`src/shared/rlc_pkg.sv`:
```
// Purpose: Shared constants and types for the remote lockout/loop/operate command block
// Assumes: Commands arrive already decoded as one-cycle strobes
// Notes:   Reply codes are single characters or short words
package rlc_pkg;

  // ----------------------------------------------------------------
  // Command codes
  // ----------------------------------------------------------------
  typedef enum logic [3:0] {
    RLC_CMD_NONE      = 4'h0,
    RLC_CMD_LOCKOUT   = 4'h1,
    RLC_CMD_LOCAL     = 4'h2,
    RLC_CMD_LOOP_Q    = 4'h3,
    RLC_CMD_LOOP_OFF  = 4'h4,
    RLC_CMD_LOOP_ON   = 4'h5,
    RLC_CMD_OPC       = 4'h6,
    RLC_CMD_OPC_Q     = 4'h7,
    RLC_CMD_OPERATE   = 4'h8,
    RLC_CMD_CONN_Q    = 4'h9,
    RLC_CMD_REMOTE    = 4'hA
  } rlc_cmd_type;

  // ----------------------------------------------------------------
  // Reply codes
  // ----------------------------------------------------------------
  typedef enum logic [2:0] {
    RLC_RPL_NONE = 3'h0,
    RLC_RPL_ON   = 3'h1,
    RLC_RPL_OFF  = 3'h2,
    RLC_RPL_ONE  = 3'h3,
    RLC_RPL_ZERO = 3'h4
  } rlc_reply_type;

  // ----------------------------------------------------------------
  // Interpreter states
  // ----------------------------------------------------------------
  typedef enum logic [1:0] {
    RLC_ST_IDLE     = 2'b00,
    RLC_ST_OPC_WAIT = 2'b01,
    RLC_ST_OPCQ_WAIT = 2'b10
  } rlc_state_type;

  localparam int          RLC_PEND_W      = 4;
  localparam logic [7:0]  RLC_ESR_RESET   = 8'h00;
  localparam int          RLC_ESR_OPC_BIT = 0;
  localparam logic        RLC_LOOP_RESET  = 1'b0;
  localparam logic        RLC_CONN_RESET  = 1'b0;

endpackage

```
`src/design/rlc_cmd_core.sv`:
```
// Functional notes
// - Lock command in remote enters lockout
// - Lockout blocks every front-panel control
// - Only return-to-local or bus REN false leaves lockout
// - Lock accepted on serial only, sequential
// - Serial lock equals bus lockout message
// - Loop query answers ON or OFF
// - Loop disable turns supply off, silent
// - Loop enable turns supply on, silent
// - Completion command sets status bit zero
// - Completion query replies 1 when idle
// - Operate command connects output terminals
// - Operate is overlapped, both interfaces
// - Operate shows indicator on display
// - Operate query replies 1 or 0
// - Serial return-to-local clears remote and lockout
//
// Purpose: Remote command core for lockout, loop supply, completion and operate
// Assumes: Commands pre-decoded; one command strobe per cycle at most
// Notes:   Reply held until reply_ack_i
`timescale 1ns/100ps
module rlc_cmd_core (
  input  wire logic                  clk_i,
  input  wire logic                  rst_n_i,
  input  wire logic                  ce_i,
  input  wire logic                  cmd_valid_i,
  input  rlc_pkg::rlc_cmd_type       cmd_i,
  input  wire logic                  cmd_serial_i,
  output logic                       cmd_ready_o,
  output rlc_pkg::rlc_reply_type     reply_o,
  output logic                       reply_valid_o,
  input  wire logic                  reply_ack_i,
  input  wire logic                  bus_llo_i,
  input  wire logic                  bus_ren_false_i,
  input  wire logic                  fp_local_key_i,
  input  wire logic                  fp_operate_key_i,
  input  wire logic                  fp_standby_key_i,
  input  wire logic                  fp_other_key_i,
  input  wire logic                  op_done_i,
  input  wire logic                  esr_clear_i,
  output logic                       remote_o,
  output logic                       lockout_o,
  output logic                       fp_key_o,
  output logic                       loop_power_o,
  output logic                       output_connect_o,
  output logic                       operate_ind_o,
  output logic [7:0]                 esr_o
);
  import rlc_pkg::*;

  typedef struct packed {
    rlc_state_type st;
    logic          remote;
    logic          lockout;
    logic          loop;
    logic          conn;
    logic [7:0]    esr;
    rlc_reply_type reply;
    logic          rvalid;
    logic          fp_key;
  } rlc_core_state_type;

  rlc_core_state_type r;
  rlc_core_state_type next_r;
  logic               idle;
  logic               take;
  logic               conn_start;

  // ----------------------------------------------------------------
  // Pending tracker
  // ----------------------------------------------------------------
  rlc_pend_tracker u_pend (
    .clk_i   (clk_i),
    .rst_n_i (rst_n_i),
    .ce_i    (ce_i),
    .start_i (conn_start),
    .done_i  (op_done_i),
    .idle_o  (idle)
  );

  // All commands wait for idle state and no held reply; only OPC and OPC query wait for tracker idle
  assign cmd_ready_o = (r.st == RLC_ST_IDLE) && !r.rvalid;
  assign take        = cmd_valid_i && cmd_ready_o;
  assign conn_start  = take && (cmd_i == RLC_CMD_OPERATE);

  // ----------------------------------------------------------------
  // Command interpreter
  // ----------------------------------------------------------------
  always_comb begin
    next_r        = r;
    next_r.fp_key = 1'b0;
    if (r.rvalid && reply_ack_i) begin
      next_r.rvalid = 1'b0;
    end
    if (esr_clear_i) begin
      next_r.esr = RLC_ESR_RESET;
    end
    if (!r.lockout) begin
      next_r.fp_key = fp_other_key_i;
      if (fp_local_key_i) begin
        next_r.remote = 1'b0;
      end
      if (fp_operate_key_i) begin
        next_r.conn = 1'b1;
      end else if (fp_standby_key_i) begin
        next_r.conn = 1'b0;
      end
    end
    if (bus_llo_i && r.remote) begin
      next_r.lockout = 1'b1;
    end
    if (bus_ren_false_i) begin
      next_r.remote  = 1'b0;
      next_r.lockout = 1'b0;
    end
    case (r.st)
      RLC_ST_IDLE: begin
        if (take) begin
          case (cmd_i)
            RLC_CMD_REMOTE: begin
              next_r.remote = 1'b1;
            end
            RLC_CMD_LOCKOUT: begin
              if (cmd_serial_i && r.remote) begin
                next_r.lockout = 1'b1;
              end
            end
            RLC_CMD_LOCAL: begin
              if (cmd_serial_i) begin
                next_r.remote  = 1'b0;
                next_r.lockout = 1'b0;
              end
            end
            RLC_CMD_LOOP_Q: begin
              next_r.reply  = r.loop ? RLC_RPL_ON : RLC_RPL_OFF;
              next_r.rvalid = 1'b1;
            end
            RLC_CMD_LOOP_OFF: begin
              next_r.loop = 1'b0;
            end
            RLC_CMD_LOOP_ON: begin
              next_r.loop = 1'b1;
            end
            RLC_CMD_OPC: begin
              next_r.st = RLC_ST_OPC_WAIT;
            end
            RLC_CMD_OPC_Q: begin
              next_r.st = RLC_ST_OPCQ_WAIT;
            end
            RLC_CMD_OPERATE: begin
              next_r.conn = 1'b1;
            end
            RLC_CMD_CONN_Q: begin
              next_r.reply  = r.conn ? RLC_RPL_ONE : RLC_RPL_ZERO;
              next_r.rvalid = 1'b1;
            end
            default: begin
            end
          endcase
        end
      end
      RLC_ST_OPC_WAIT: begin
        if (idle) begin
          next_r.esr[RLC_ESR_OPC_BIT] = 1'b1;
          next_r.st                   = RLC_ST_IDLE;
        end
      end
      RLC_ST_OPCQ_WAIT: begin
        if (idle) begin
          next_r.reply  = RLC_RPL_ONE;
          next_r.rvalid = 1'b1;
          next_r.st     = RLC_ST_IDLE;
        end
      end
      default: begin
        next_r.st = RLC_ST_IDLE;
      end
    endcase
  end

  always_ff @(posedge clk_i) begin
    if (!rst_n_i) begin
      r        <= '0;
      r.st     <= RLC_ST_IDLE;
      r.loop   <= RLC_LOOP_RESET;
      r.conn   <= RLC_CONN_RESET;
      r.esr    <= RLC_ESR_RESET;
      r.reply  <= RLC_RPL_NONE;
    end else if (ce_i) begin
      r <= next_r;
    end
  end

  // ----------------------------------------------------------------
  // Outputs
  // ----------------------------------------------------------------
  assign reply_o          = r.reply;
  assign reply_valid_o    = r.rvalid;
  assign remote_o         = r.remote;
  assign lockout_o        = r.lockout;
  assign fp_key_o         = r.fp_key;
  assign loop_power_o     = r.loop;
  assign output_connect_o = r.conn;
  assign operate_ind_o    = r.conn;
  assign esr_o            = r.esr;

  // ----------------------------------------------------------------
  // Checks
  // ----------------------------------------------------------------
  a_lock_enter: assert property (@(posedge clk_i) disable iff (!rst_n_i)
    ce_i && take && cmd_i == RLC_CMD_LOCKOUT && cmd_serial_i && remote_o |=> lockout_o)
    else $error("lockout not entered");
  a_lock_keys: assert property (@(posedge clk_i) disable iff (!rst_n_i)
    lockout_o && ce_i && fp_local_key_i && !bus_ren_false_i && !(take && cmd_i == RLC_CMD_LOCAL)
    |=> remote_o == $past(remote_o))
    else $error("local key acted in lockout");
  a_lock_stays: assert property (@(posedge clk_i) disable iff (!rst_n_i)
    lockout_o && ce_i && !bus_ren_false_i && !(take && cmd_i == RLC_CMD_LOCAL && cmd_serial_i) |=> lockout_o)
    else $error("lockout left without local");
  a_lock_parallel: assert property (@(posedge clk_i) disable iff (!rst_n_i)
    ce_i && !lockout_o && take && cmd_i == RLC_CMD_LOCKOUT && !cmd_serial_i && !bus_llo_i |=> !lockout_o)
    else $error("lock taken on parallel bus");
  a_loop_query: assert property (@(posedge clk_i) disable iff (!rst_n_i)
    ce_i && take && cmd_i == RLC_CMD_LOOP_Q
    |=> reply_valid_o && reply_o == ($past(loop_power_o) ? RLC_RPL_ON : RLC_RPL_OFF))
    else $error("loop query wrong");
  a_loop_off: assert property (@(posedge clk_i) disable iff (!rst_n_i)
    ce_i && take && cmd_i == RLC_CMD_LOOP_OFF |=> !loop_power_o && !reply_valid_o)
    else $error("loop not off");
  a_loop_on: assert property (@(posedge clk_i) disable iff (!rst_n_i)
    ce_i && take && cmd_i == RLC_CMD_LOOP_ON |=> loop_power_o && !reply_valid_o)
    else $error("loop not on");
  a_opc_bit: assert property (@(posedge clk_i) disable iff (!rst_n_i)
    ce_i && r.st == RLC_ST_OPC_WAIT && idle && !esr_clear_i |=> esr_o[RLC_ESR_OPC_BIT])
    else $error("opc bit not set");
  a_opcq_hold: assert property (@(posedge clk_i) disable iff (!rst_n_i)
    r.st == RLC_ST_OPCQ_WAIT && !idle |=> !reply_valid_o)
    else $error("opc query answered early");
  a_conn_ind: assert property (@(posedge clk_i) disable iff (!rst_n_i)
    ce_i && conn_start |=> output_connect_o && operate_ind_o && cmd_ready_o)
    else $error("operate not applied");
  a_conn_query: assert property (@(posedge clk_i) disable iff (!rst_n_i)
    ce_i && take && cmd_i == RLC_CMD_CONN_Q
    |=> reply_o == ($past(output_connect_o) ? RLC_RPL_ONE : RLC_RPL_ZERO))
    else $error("operate query wrong");

endmodule

```
`src/design/rlc_pend_tracker.sv`:
```
// Purpose: Counts overlapped operations still in progress
// Assumes: Start and done strobes are one cycle each
// Notes:   Saturates at both ends
`timescale 1ns/100ps
module rlc_pend_tracker #(
  parameter int W = rlc_pkg::RLC_PEND_W
) (
  input  wire logic         clk_i,
  input  wire logic         rst_n_i,
  input  wire logic         ce_i,
  input  wire logic         start_i,
  input  wire logic         done_i,
  output logic              idle_o
);
  import rlc_pkg::*;

  typedef struct packed {
    logic [W-1:0] cnt;
  } rlc_pend_state_type;

  rlc_pend_state_type r;
  rlc_pend_state_type next_r;

  // ----------------------------------------------------------------
  // Counter
  // ----------------------------------------------------------------
  always_comb begin
    next_r = r;
    if (start_i && !done_i && r.cnt != {W{1'b1}}) begin
      next_r.cnt = r.cnt + 1'b1;
    end else if (done_i && !start_i && r.cnt != '0) begin
      next_r.cnt = r.cnt - 1'b1;
    end
  end

  always_ff @(posedge clk_i) begin
    if (!rst_n_i) begin
      r <= '0;
    end else if (ce_i) begin
      r <= next_r;
    end
  end

  assign idle_o = (r.cnt == '0);

  a_idle_means_zero: assert property (@(posedge clk_i) disable iff (!rst_n_i)
    ce_i && start_i && !done_i |=> !idle_o) else $error("tracker idle after start");

endmodule

```
`config.mk`:
```
export PLATFORM = sky130hd
export DESIGN_NAME = rlc_cmd_core
export DESIGN_NICKNAME = d
export VERILOG_FILES = /design/src/shared/rlc_pkg.sv /design/src/design/rlc_cmd_core.sv /design/src/design/rlc_pend_tracker.sv
export SDC_FILE = /design/constraint.sdc
export NUM_CORES = 1
export LEC_CHECK = 0
export ABC_CLOCK_PERIOD_IN_PS = 3000
export BUFFER_PORTS_ARGS = -buffer_cell sky130_fd_sc_hd__buf_2
export CAP_MARGIN = 10
export CORE_UTILIZATION = 45
export CTS_BUF_LIST = sky130_fd_sc_hd__clkbuf_8 sky130_fd_sc_hd__clkbuf_16
export CTS_CLUSTER_DIAMETER = 50
export DETAILED_ROUTE_END_ITERATION = 16
export HOLD_SLACK_MARGIN = 0.08
export PLACE_DENSITY_LB_ADDON = 0.12
export SLEW_MARGIN = 40
export SYNTH_ARGS = -nofsm -noshare
export SYNTH_HDL_FRONTEND = slang
export SYNTH_SLANG_ARGS = --single-unit
```
`constraint.sdc`:
```
create_clock -name clk_i -period 3 [get_ports clk_i]
set_clock_uncertainty 0.1 [all_clocks]
set_input_delay 0.15 -clock clk_i [delete_from_list [all_inputs] [get_ports clk_i]]
set_output_delay 0.15 -clock clk_i [all_outputs]
set_load 0.01 [all_outputs]
```
==> results of run 1 <==
[final timing paths]
path                    start     endpoint  cells past startpoint
hold reg to reg    reply_o[2]   reply_o[2]                      2
setup reg to reg        r[17]  u_pend.r[3]                      9
setup / recovery        r[17]  u_pend.r[3]                      9
hold / removal    esr_clear_i     esr_o[0]                      4
[layout make-up]
cell class                      count  share of cell area
Clock buffer                        4              0.0418
Inverter                            9              0.0257
Multi-Input combinational cell    102               0.524
Sequential cell                    16               0.243
Tap cell                           28              0.0266
Timing Repair Buffer               33               0.139
[placed cells by master (no fill, tap or decap), types with 2 or more instances in the layout]
cell and n:
buf_2 29, dfxtp_1 16, nand2_1 15, nor2_1 10, inv_1 7, conb_1 7
mux2i_1 6, a21oi_1 6, o21ai_0 5, ha_1 5, nand2b_1 4, nor4_1 4
clkbuf_8 4, a32oi_1 3, dlygate4sd3_1 3, or4_4 2, xor2_1 2, clkinv_1 2
and3_1 2, nand3b_1 2, o221a_2 2, a21o_1 2, nand4_1 2, a22oi_1 2
[sequential cells by signal, summed over array words and instances, names as in the netlist]
register       flops
loop_power_o       1
u_pend.r           4
esr_o              1
operate_ind_o      1
r                  2
remote_o           1
reply_o            3
fp_key_o           1
lockout_o          1
reply_valid_o      1
[cell usage after synthesis, types with 2 or more instances]
master	number
nand4_1	2
dfxtp_1	16
or4_1	2
xor2_1	2
and3_1	2
nand3b_1	2
ha_1	5
o21ai_0	5
a22oi_1	2
clkbuf_1	4
inv_1	7
nor4_1	4
a21oi_1	6
a32oi_1	3
mux2i_1	6
clkinv_1	2
o221a_2	2
nand2_1	15
a21o_1	2
buf_4	12
nand2b_1	4
nor2_1	10
[stage by stage]
step                 util  total power [mW]  hold slack [ps]  area, µm²  worst slack, ps
floorplan               -             0.322              194       1140              202
global placement    0.539             0.349              286       1230              208
detailed placement  0.539             0.351              298       1230              106
CTS                 0.577             0.553             99.3       1310             87.6
global route        0.578             0.576              130       1320             46.7
finish              0.578             0.549             95.4       1320              174
[routing by layer]
metal / routed length, µm / part of all wire / track usage / vias up
li1: - / - / - / 536
met1: 1190 / 0.47 / 0.258 / 496
met2: 1170 / 0.47 / 0.344 / 29
met3: 134 / 0.053 / 0.0439 / 4
met4: 15 / 0.0060 / 0.0721 / 0
met5: 0 / 0 / 0 / -
[timing repair]
| action | 4_1_cts | 5_1_grt |
|---|---|---|
| endpoints found under the hold margin | 2 | 0 |
| hold buffers | 3 | 0 |
| resized for setup | 0 | 1 |
| endpoints found under the setup margin | 0 | 1 |
[kinds of logic (layout without fill, tap and decap cells)]
| family | after synthesis | count (layout) |
|---|---|---|
| muxes | 6 | 6 |
| AOI/OAI and AO/OA | 33 | 33 |
| buffers and inverters | 25 | 46 |
| and+or+nand+nor | 48 | 48 |
| xor gates and xnor gates | 2 | 2 |
| other | 1 | 7 |
| DFF | 16 | 16 |
| adders and majority gates | 6 | 6 |
[report_power, final]
group / switching [mW] / internal [mW]
registers: 0.0120 / 0.221
logic: 0.0658 / 0.0516
clock network: 0.0818 / 0.117
[worst max-delay path: cells and delay by family (launching register included)]
kind / cells / cell delay, ps
and+or+nand+nor: 4 / 1290
AOI/OAI and AO/OA: 1 / 160
adders and majority gates: 2 / 590
DFF: 1 / 330
buffers and inverters: 1 / 90
muxes: 1 / 200
==> impl_metrics.json, run 1 <==
{
  "min_path_type": "primary input to register",
  "tritoncts": "yes",
  "area_share_of_fa_ha_maj_cells_after_synthesis": 0.0736,
  "outcome": "complete, no violations",
  "synth-simple-area-share": 0.229,
  "maxSlewViolCount": 0,
  "timing.final.hold_violations": 0,
  "grt_max_degree": 15,
  "netlist_top_cells_area": "dfxtp_1, buf_4, ha_1",
  "remaining_drc_errors": 0,
  "crit_fanout": 6,
  "ctsHtreeMaxLevel": 1,
  "port_buffers": 29,
  "ant_nets": 0,
  "antenna_found_initial": 0,
  "clk_path_buf_depth": 2,
  "end_kind": "register",
  "final_min_period_over_clock_period": 0.942,
  "detailed_route_via_count": 1065,
  "syn-instance-count": 137,
  "die_height_um": 51.9,
  "drive_above_1_share": 0.250,
  "maxCapViolCount": 0,
  "clk_pin_slew_worst_paths_ps": 70,
  "fmaxAchievable_mhz": 354,
  "synth_top_area_frac": 0.285,
  "drtIter0Drc": 16,
  "setup-tns-final_ps": 0,
  "unrepaired_setup_endpoints_after_global_routing": "no",
  "clock-sinks": 16,
  "slowest_stage": "or4_4",
  "number_of_standard_cell_rows_in_the_floorplan": 17,
  "synth.area.mux_share": 0.0535,
  "post_layout_nonfiller_instances": 192,
  "number_of_enable_type_register_cells_in_the_synthesized_netlist": 0,
  "slew_headroom": 0.602,
  "grt_first_pass_wirelength_um": 4130,
  "io_pins": 37,
  "postCtsSetupRepairBufs": 0,
  "place_inst": 185,
  "syn2layout_area_growth_pct": 17.3,
  "crit_path_frequent_cell": "ha_1",
  "routed_wirelength_um": 2520,
  "synth_top_family_by_area": "simple AND/OR/NAND/NOR gates",
  "dp.final_hpwl_um": 1880,
  "globalRoute.totalOverflow": 0,
  "clock-root-buffer": "clkbuf_8",
  "synth_compound_gate_area_share": 0.216,
  "clock_insertion_delay_worst_skew_ps": 260,
  "timing_worst_setup_path_type": "register to register",
  "max_slew.worst_pin.slew_ps": 589,
  "syn_area_per_cell_um2": 8.19,
  "ir_worst_vdd_uv": 240,
  "gr-usage-all-layers": 0.206,
  "r2r_slack_ps": 170,
  "post_drt_via_cell_ratio": 5.55,
  "crit_arrival_ps": 2910,
  "synth_seq_cells": 16,
  "worst_setup_path_start_kind": "register",
  "timing.final.setup_violations": 0,
  "power_density_nw_per_um2": 417,
  "synth.yosys.seq_area_share": 0.285,
  "die_width_um": 51.9,
  "initial_utilization": 0.493,
  "routedWlPerCell_um": 13.1,
  "layout.nets": 189,
  "crit_path_cell_trace": "inv_1 -> ha_1 -> nand4bb_1 -> or4_4 -> ha_1 -> and3_1 -> or3_1 -> o22ai_1 -> mux2i_1",
  "num_antenna_cells": 0,
  "cts_buffers": 3,
  "footprint_of_the_multi_input_gates_um2": 689,
  "synth_area_in_xor_xnor": 0.0156,
  "endpoint_required_time_on_the_critical_path_ps": 3090,
  "post_synth_num_cell_types": 44,
  "ys_warn_count": 0,
  "synthFlopType": "dfxtp_1",
  "cp_slowest_stage_delay_ps": 590,
  "synth-async-reset-ratio": 0,
  "synth_top_cell_by_area": "dfxtp_1",
  "fillCellCount": 200,
  "drt_first_pass_iters": 5,
  "ff_latch_area_um2": 320,
  "fp.dieArea_um2": 2700,
  "replace_congestion": 0.885,
  "period_needed_ps": 2830,
  "fp.coreArea_um2": 2280,
  "first_global_vias": 968,
  "power.leakage_nw": 0.573,
  "syn-cell-area_um2": 1120
}
(Power assumes the default switching activity.)
==> inputs of run 2 (changes only) <==
- ABC_CLOCK_PERIOD_IN_PS: 3000 -> 3220
- CORE_UTILIZATION: 45 -> 50
- clock period: 3 -> 3.22 ns (I/O delays scaled with it)
==> impl_metrics.json, run 2 (synthesis gave the netlist of run 1 again) <==
{
  "replace_congestion": 0.795,
  "remaining_drc_errors": 0,
  "routedWlPerCell_um": 14.4,
  "endpoint_required_time_on_the_critical_path_ps": 3310,
  "die_width_um": 49.4,
  "cts_buffers": 3,
  "unrepaired_setup_endpoints_after_global_routing": "no",
  "drive_above_1_share": 0.247,
  "critical_path.n_buffers_inverters": 1,
  "gr-usage-all-layers": 0.247,
  "syn2layout_area_growth_pct": 15.1,
  "postCtsSetupRepairBufs": 0,
  "ir_worst_vdd_uv": 355,
  "combinational_cell_fraction_of_total_power": 0.219,
  "global_route.usage.met2": 0.427,
  "timing.final.hold_violations": 0,
  "crit_path_cell_trace": "inv_1 -> ha_1 -> nand4bb_1 -> or4_1 -> ha_1 -> and3_1 -> or3_1 -> o22ai_1 -> mux2i_1",
  "power_density_nw_per_um2": 392,
  "detailed_place.area_um2": 1230,
  "grt_busiest_layer": "met2",
  "max_slew.worst_pin.slew_ps": 616,
  "fillCellCount": 184,
  "detailed_route_via_count": 1095,
  "slowest_stage": "or4_1",
  "cts_resized": 0,
  "globalRoute.totalOverflow": 0,
  "drtIter0Drc": 33,
  "routed_wirelength_um": 2720,
  "clk_pin_slew_worst_paths_ps": 60,
  "footprint_of_the_multi_input_gates_um2": 686,
  "power.share.switching": 0.286,
  "min_path_type": "primary input to register",
  "ctsHtreeMaxLevel": 1,
  "timing_worst_setup_path_type": "register to register",
  "ctsHoldBuffers": 1,
  "die_height_um": 49.4,
  "num_antenna_cells": 0,
  "dp.final_hpwl_um": 2040,
  "crit_fanout": 6,
  "post_drt_via_cell_ratio": 5.79,
  "fp.coreArea_um2": 2040,
  "post_route_standard_cell_area_excluding_fillers_um2": 1290,
  "largest_reg_flops": 4,
  "io_pins": 37,
  "met3_usage": 0.0717,
  "timing.final.setup_violations": 0,
  "ant_nets": 0,
  "first_global_vias": 997,
  "clock-sinks": 16,
  "max_flop_register": "u_pend.r",
  "slew_headroom": 0.584,
  "grt_max_degree": 15,
  "end_kind": "register",
  "final_min_period_over_clock_period": 0.905,
  "clockPowerShare": 0.352,
  "initial_utilization": 0.550,
  "ff_latch_area_um2": 320,
  "fmaxAchievable_mhz": 343,
  "crit_path_frequent_cell": "ha_1",
  "mostFrequentLayoutCells": "buf_2, dfxtp_1, nand2_1",
  "cp_slowest_stage_delay_ps": 650,
  "layout.cells.most_common": "buf_2",
  "cpLargestDelayFamily": "simple AND/OR/NAND/NOR gates",
  "crit_arrival_ps": 3000,
  "layout.core_utilization": 0.632,
  "grt_first_pass_wirelength_um": 4660,
  "tritoncts": "yes",
  "number_of_standard_cell_rows_in_the_floorplan": 16,
  "intPower_mw": 0.362,
  "clock_insertion_delay_worst_skew_ps": 250,
  "period_needed_ps": 2920,
  "clk_path_buf_depth": 2,
  "groute.layer.met1.usage": 0.302,
  "fp.dieArea_um2": 2440,
  "hold_ws_ps": 90.1,
  "maxSlewViolCount": 0,
  "outcome": "complete, no violations",
  "worst_setup_path_start_kind": "register",
  "net-switching-power_mw": 0.145,
  "setup-tns-final_ps": 0,
  "layout.nets": 187,
  "maxCapViolCount": 0,
  "share_seq_of_total_power": 0.429,
  "clock-root-buffer": "clkbuf_8",
  "port_buffers": 29,
  "power.leakage_nw": 0.566,
  "antenna_found_initial": 0,
  "drt_first_pass_iters": 4
}
==> run 2: power by group through the flow <==
stage | logic (mW) | registers, mW | clock network, mW
after floorplan | 0.0802 | 0.219 | 0
after global placement | 0.104 | 0.221 | 0
after detailed placement | 0.107 | 0.221 | 0
after CTS | 0.109 | 0.217 | 0.181
after global routing | 0.121 | 0.219 | 0.195
final | 0.111 | 0.217 | 0.178
==> run 2: path summary, 6_finish.rpt <==
path                  start           to  slack [ps]  cells after the start
max                   r[18]  u_pend.r[3]         300                      9
min          fp_local_key_i     remote_o          90                      3
max reg2reg           r[18]  u_pend.r[3]         300                      9
min reg2reg      reply_o[2]   reply_o[2]         380                      2
==> run 2: layout make-up <==
class	count	area share
Tap cell	27	0.0262
Inverter	9	0.0262
Multi-Input combinational cell	102	0.531
Clock buffer	4	0.0426
Sequential cell	16	0.248
Timing Repair Buffer	31	0.126
==> run 2: worst min-delay path: stages <==
cell and delay (ps):
buf_2 70, a211o_1 100, a21oi_1 50
==> run 2: stage by stage <==
step / std cells / setup WS (ps) / total power, mW
after floorplan: 143 / 422 / 0.300
after global placement: 184 / 417 / 0.325
after detailed placement: 184 / 354 / 0.329
after CTS: 189 / 317 / 0.507
after global routing: 189 / 181 / 0.535
final: 189 / 304 / 0.506
==> run 2: routing by layer <==
metal	vias to the layer above	routed length, µm
met4	0	16
met2	54	1320
li1	531	-
met1	506	1200
met5	-	0
met3	4	192
==> inputs of run 3 (changes only) <==
--- a/config.mk
+++ b/config.mk
@@ -10,2 +10,3 @@
 export CAP_MARGIN = 10
+export CORE_MARGIN = 2
 export CORE_UTILIZATION = 50
--- a/constraint.sdc
+++ b/constraint.sdc
@@ -4,2 +4,2 @@
 set_output_delay 0.161 -clock clk_i [all_outputs]
-set_load 0.01 [all_outputs]
+set_load 0.05 [all_outputs]
==> impl_metrics.json, run 3 (synthesis gave the netlist of run 1 again) <==
{
  "detailed_route_via_count": 1067,
  "routed_wirelength_um": 2580,
  "num_antenna_cells": 0,
  "max_flop_register": "u_pend.r",
  "cpLargestDelayFamily": "simple AND/OR/NAND/NOR gates",
  "post_route_standard_cell_area_excluding_fillers_um2": 1290,
  "rr_startpoint": "r[17]",
  "clock_insertion_delay_worst_skew_ps": 250,
  "fp.coreArea_um2": 2170,
  "io_pins": 37,
  "start_point_of_the_critical_path": "r[17]",
  "ant_nets": 0,
  "worst_setup_path_start_kind": "register",
  "endpoint_required_time_on_the_critical_path_ps": 3300,
  "setup-tns-final_ps": 0,
  "clk_path_buf_depth": 2,
  "r2r_slack_ps": 280,
  "post_drt_via_cell_ratio": 5.62,
  "number_of_standard_cell_rows_in_the_floorplan": 17,
  "clk_pin_slew_worst_paths_ps": 60,
  "ctsHtreeMaxLevel": 1,
  "initial_utilization": 0.517,
  "layout.nets": 187,
  "grt_first_pass_wirelength_um": 4170,
  "crit_arrival_ps": 3030,
  "power_density_nw_per_um2": 413,
  "path_depth": 9,
  "first_global_vias": 900,
  "cp_slowest_stage_delay_ps": 660,
  "globalRoute.totalOverflow": 0,
  "maxCapViolCount": 0,
  "timing.final.hold_violations": 0,
  "remaining_drc_errors": 0,
  "replace_congestion": 0.848,
  "slowest_stage": "or4_1",
  "detailed_place.area_um2": 1230,
  "timing.final.setup_violations": 0,
  "gr-usage-all-layers": 0.215,
  "clock-root-buffer": "clkbuf_8",
  "crit_path_cell_trace": "inv_1 -> ha_1 -> nand4bb_1 -> or4_1 -> ha_1 -> and3_1 -> or3_1 -> o22ai_1 -> mux2i_1",
  "tritoncts": "yes",
  "layout.cells.most_common": "buf_2",
  "maxSlewViolCount": 0,
  "routedWlPerCell_um": 13.6,
  "timing.rr.end": "u_pend.r[3]",
  "min_path_type": "primary input to register",
  "die_height_um": 51.4,
  "dp.final_hpwl_um": 1900,
  "crit_fanout": 6,
  "fmaxAchievable_mhz": 340,
  "fillCellCount": 215,
  "clock-sinks": 16,
  "period_needed_ps": 2940,
  "critical_path.n_buffers_inverters": 1,
  "crit_path_frequent_cell": "ha_1",
  "die_width_um": 51.4,
  "postCtsSetupRepairBufs": 0,
  "r2r.worst_path.cells": 9,
  "slew_headroom": 0.591,
  "timing_worst_setup_path_type": "register to register",
  "outcome": "complete, no violations",
  "ir_worst_vdd_uv": 298,
  "endpoint": "u_pend.r[3]",
  "mostFrequentLayoutCells": "buf_2, dfxtp_1, nand2_1",
  "cts_buffers": 3,
  "power.leakage_nw": 0.566,
  "hold_ws_ps": 102,
  "max_slew.worst_pin.slew_ps": 607,
  "final_min_period_over_clock_period": 0.914,
  "unrepaired_setup_endpoints_after_global_routing": "no",
  "drive_above_1_share": 0.247,
  "largest_reg_flops": 4,
  "grt_max_degree": 15,
  "post-layout-total-power_mw": 0.534,
  "fp.dieArea_um2": 2640,
  "drtIter0Drc": 26,
  "syn2layout_area_growth_pct": 15.2,
  "antenna_found_initial": 0,
  "end_kind": "register",
  "drt_first_pass_iters": 4,
  "port_buffers": 29
}
run 3: cell counts in the layout (fill, tap and decap cells not counted):
No cell type changed its count.
run 3: what timing repair did:
action	4_1_cts	5_1_grt
resized for setup	0	0
hold buffers	1	0
hold endpoints to repair	1	0
run 3: layer usage:
metal,wire length [µm],GRT usage,vias to the layer above
li1,-,-,530
met1,1160,0.269,494
met2,1200,0.359,39
met3,181,0.0468,4
met4,35,0.0789,0
met5,0,0,-
run 3: worst min-delay path by stage:
stage,start,to,cells past startpoint
floorplan,fp_other_key_i,fp_key_o,2
global placement,fp_other_key_i,fp_key_o,3
detailed placement,fp_other_key_i,fp_key_o,3
CTS,bus_ren_false_i,remote_o,3
global route,fp_local_key_i,remote_o,3
finish,bus_ren_false_i,remote_o,3
run 3: worst min-delay path, stage by stage:
cell	delay [ps]
buf_2	90
a211o_1	90
a21oi_1	60
run 3: through the flow:
step | utilization | worst slack (ps) | cells
after CTS | 0.596 | 322 | 190
final | 0.596 | 276 | 190
after global routing | 0.596 | 148 | 190
after floorplan | - | 359 | 143
after detailed placement | 0.566 | 345 | 185
after global placement | 0.566 | 418 | 185
run 3: cell type report:
type	instances	area, µm²	share of cell area
inverters	9	33.8	0.0261
flip-flops and latches	16	320	0.248
repair buffers	31	163	0.126
well taps	28	35.0	0.0271
multi-input cells	102	686	0.530
clock buffers	4	55.1	0.0426
run 3: where the power goes:
group	internal (mW)	total, mW	switching [mW]	leakage [nW]
clock	0.109	0.180	0.0715	0.0288
combinational	0.0476	0.137	0.0891	0.408
sequential	0.206	0.217	0.0112	0.130
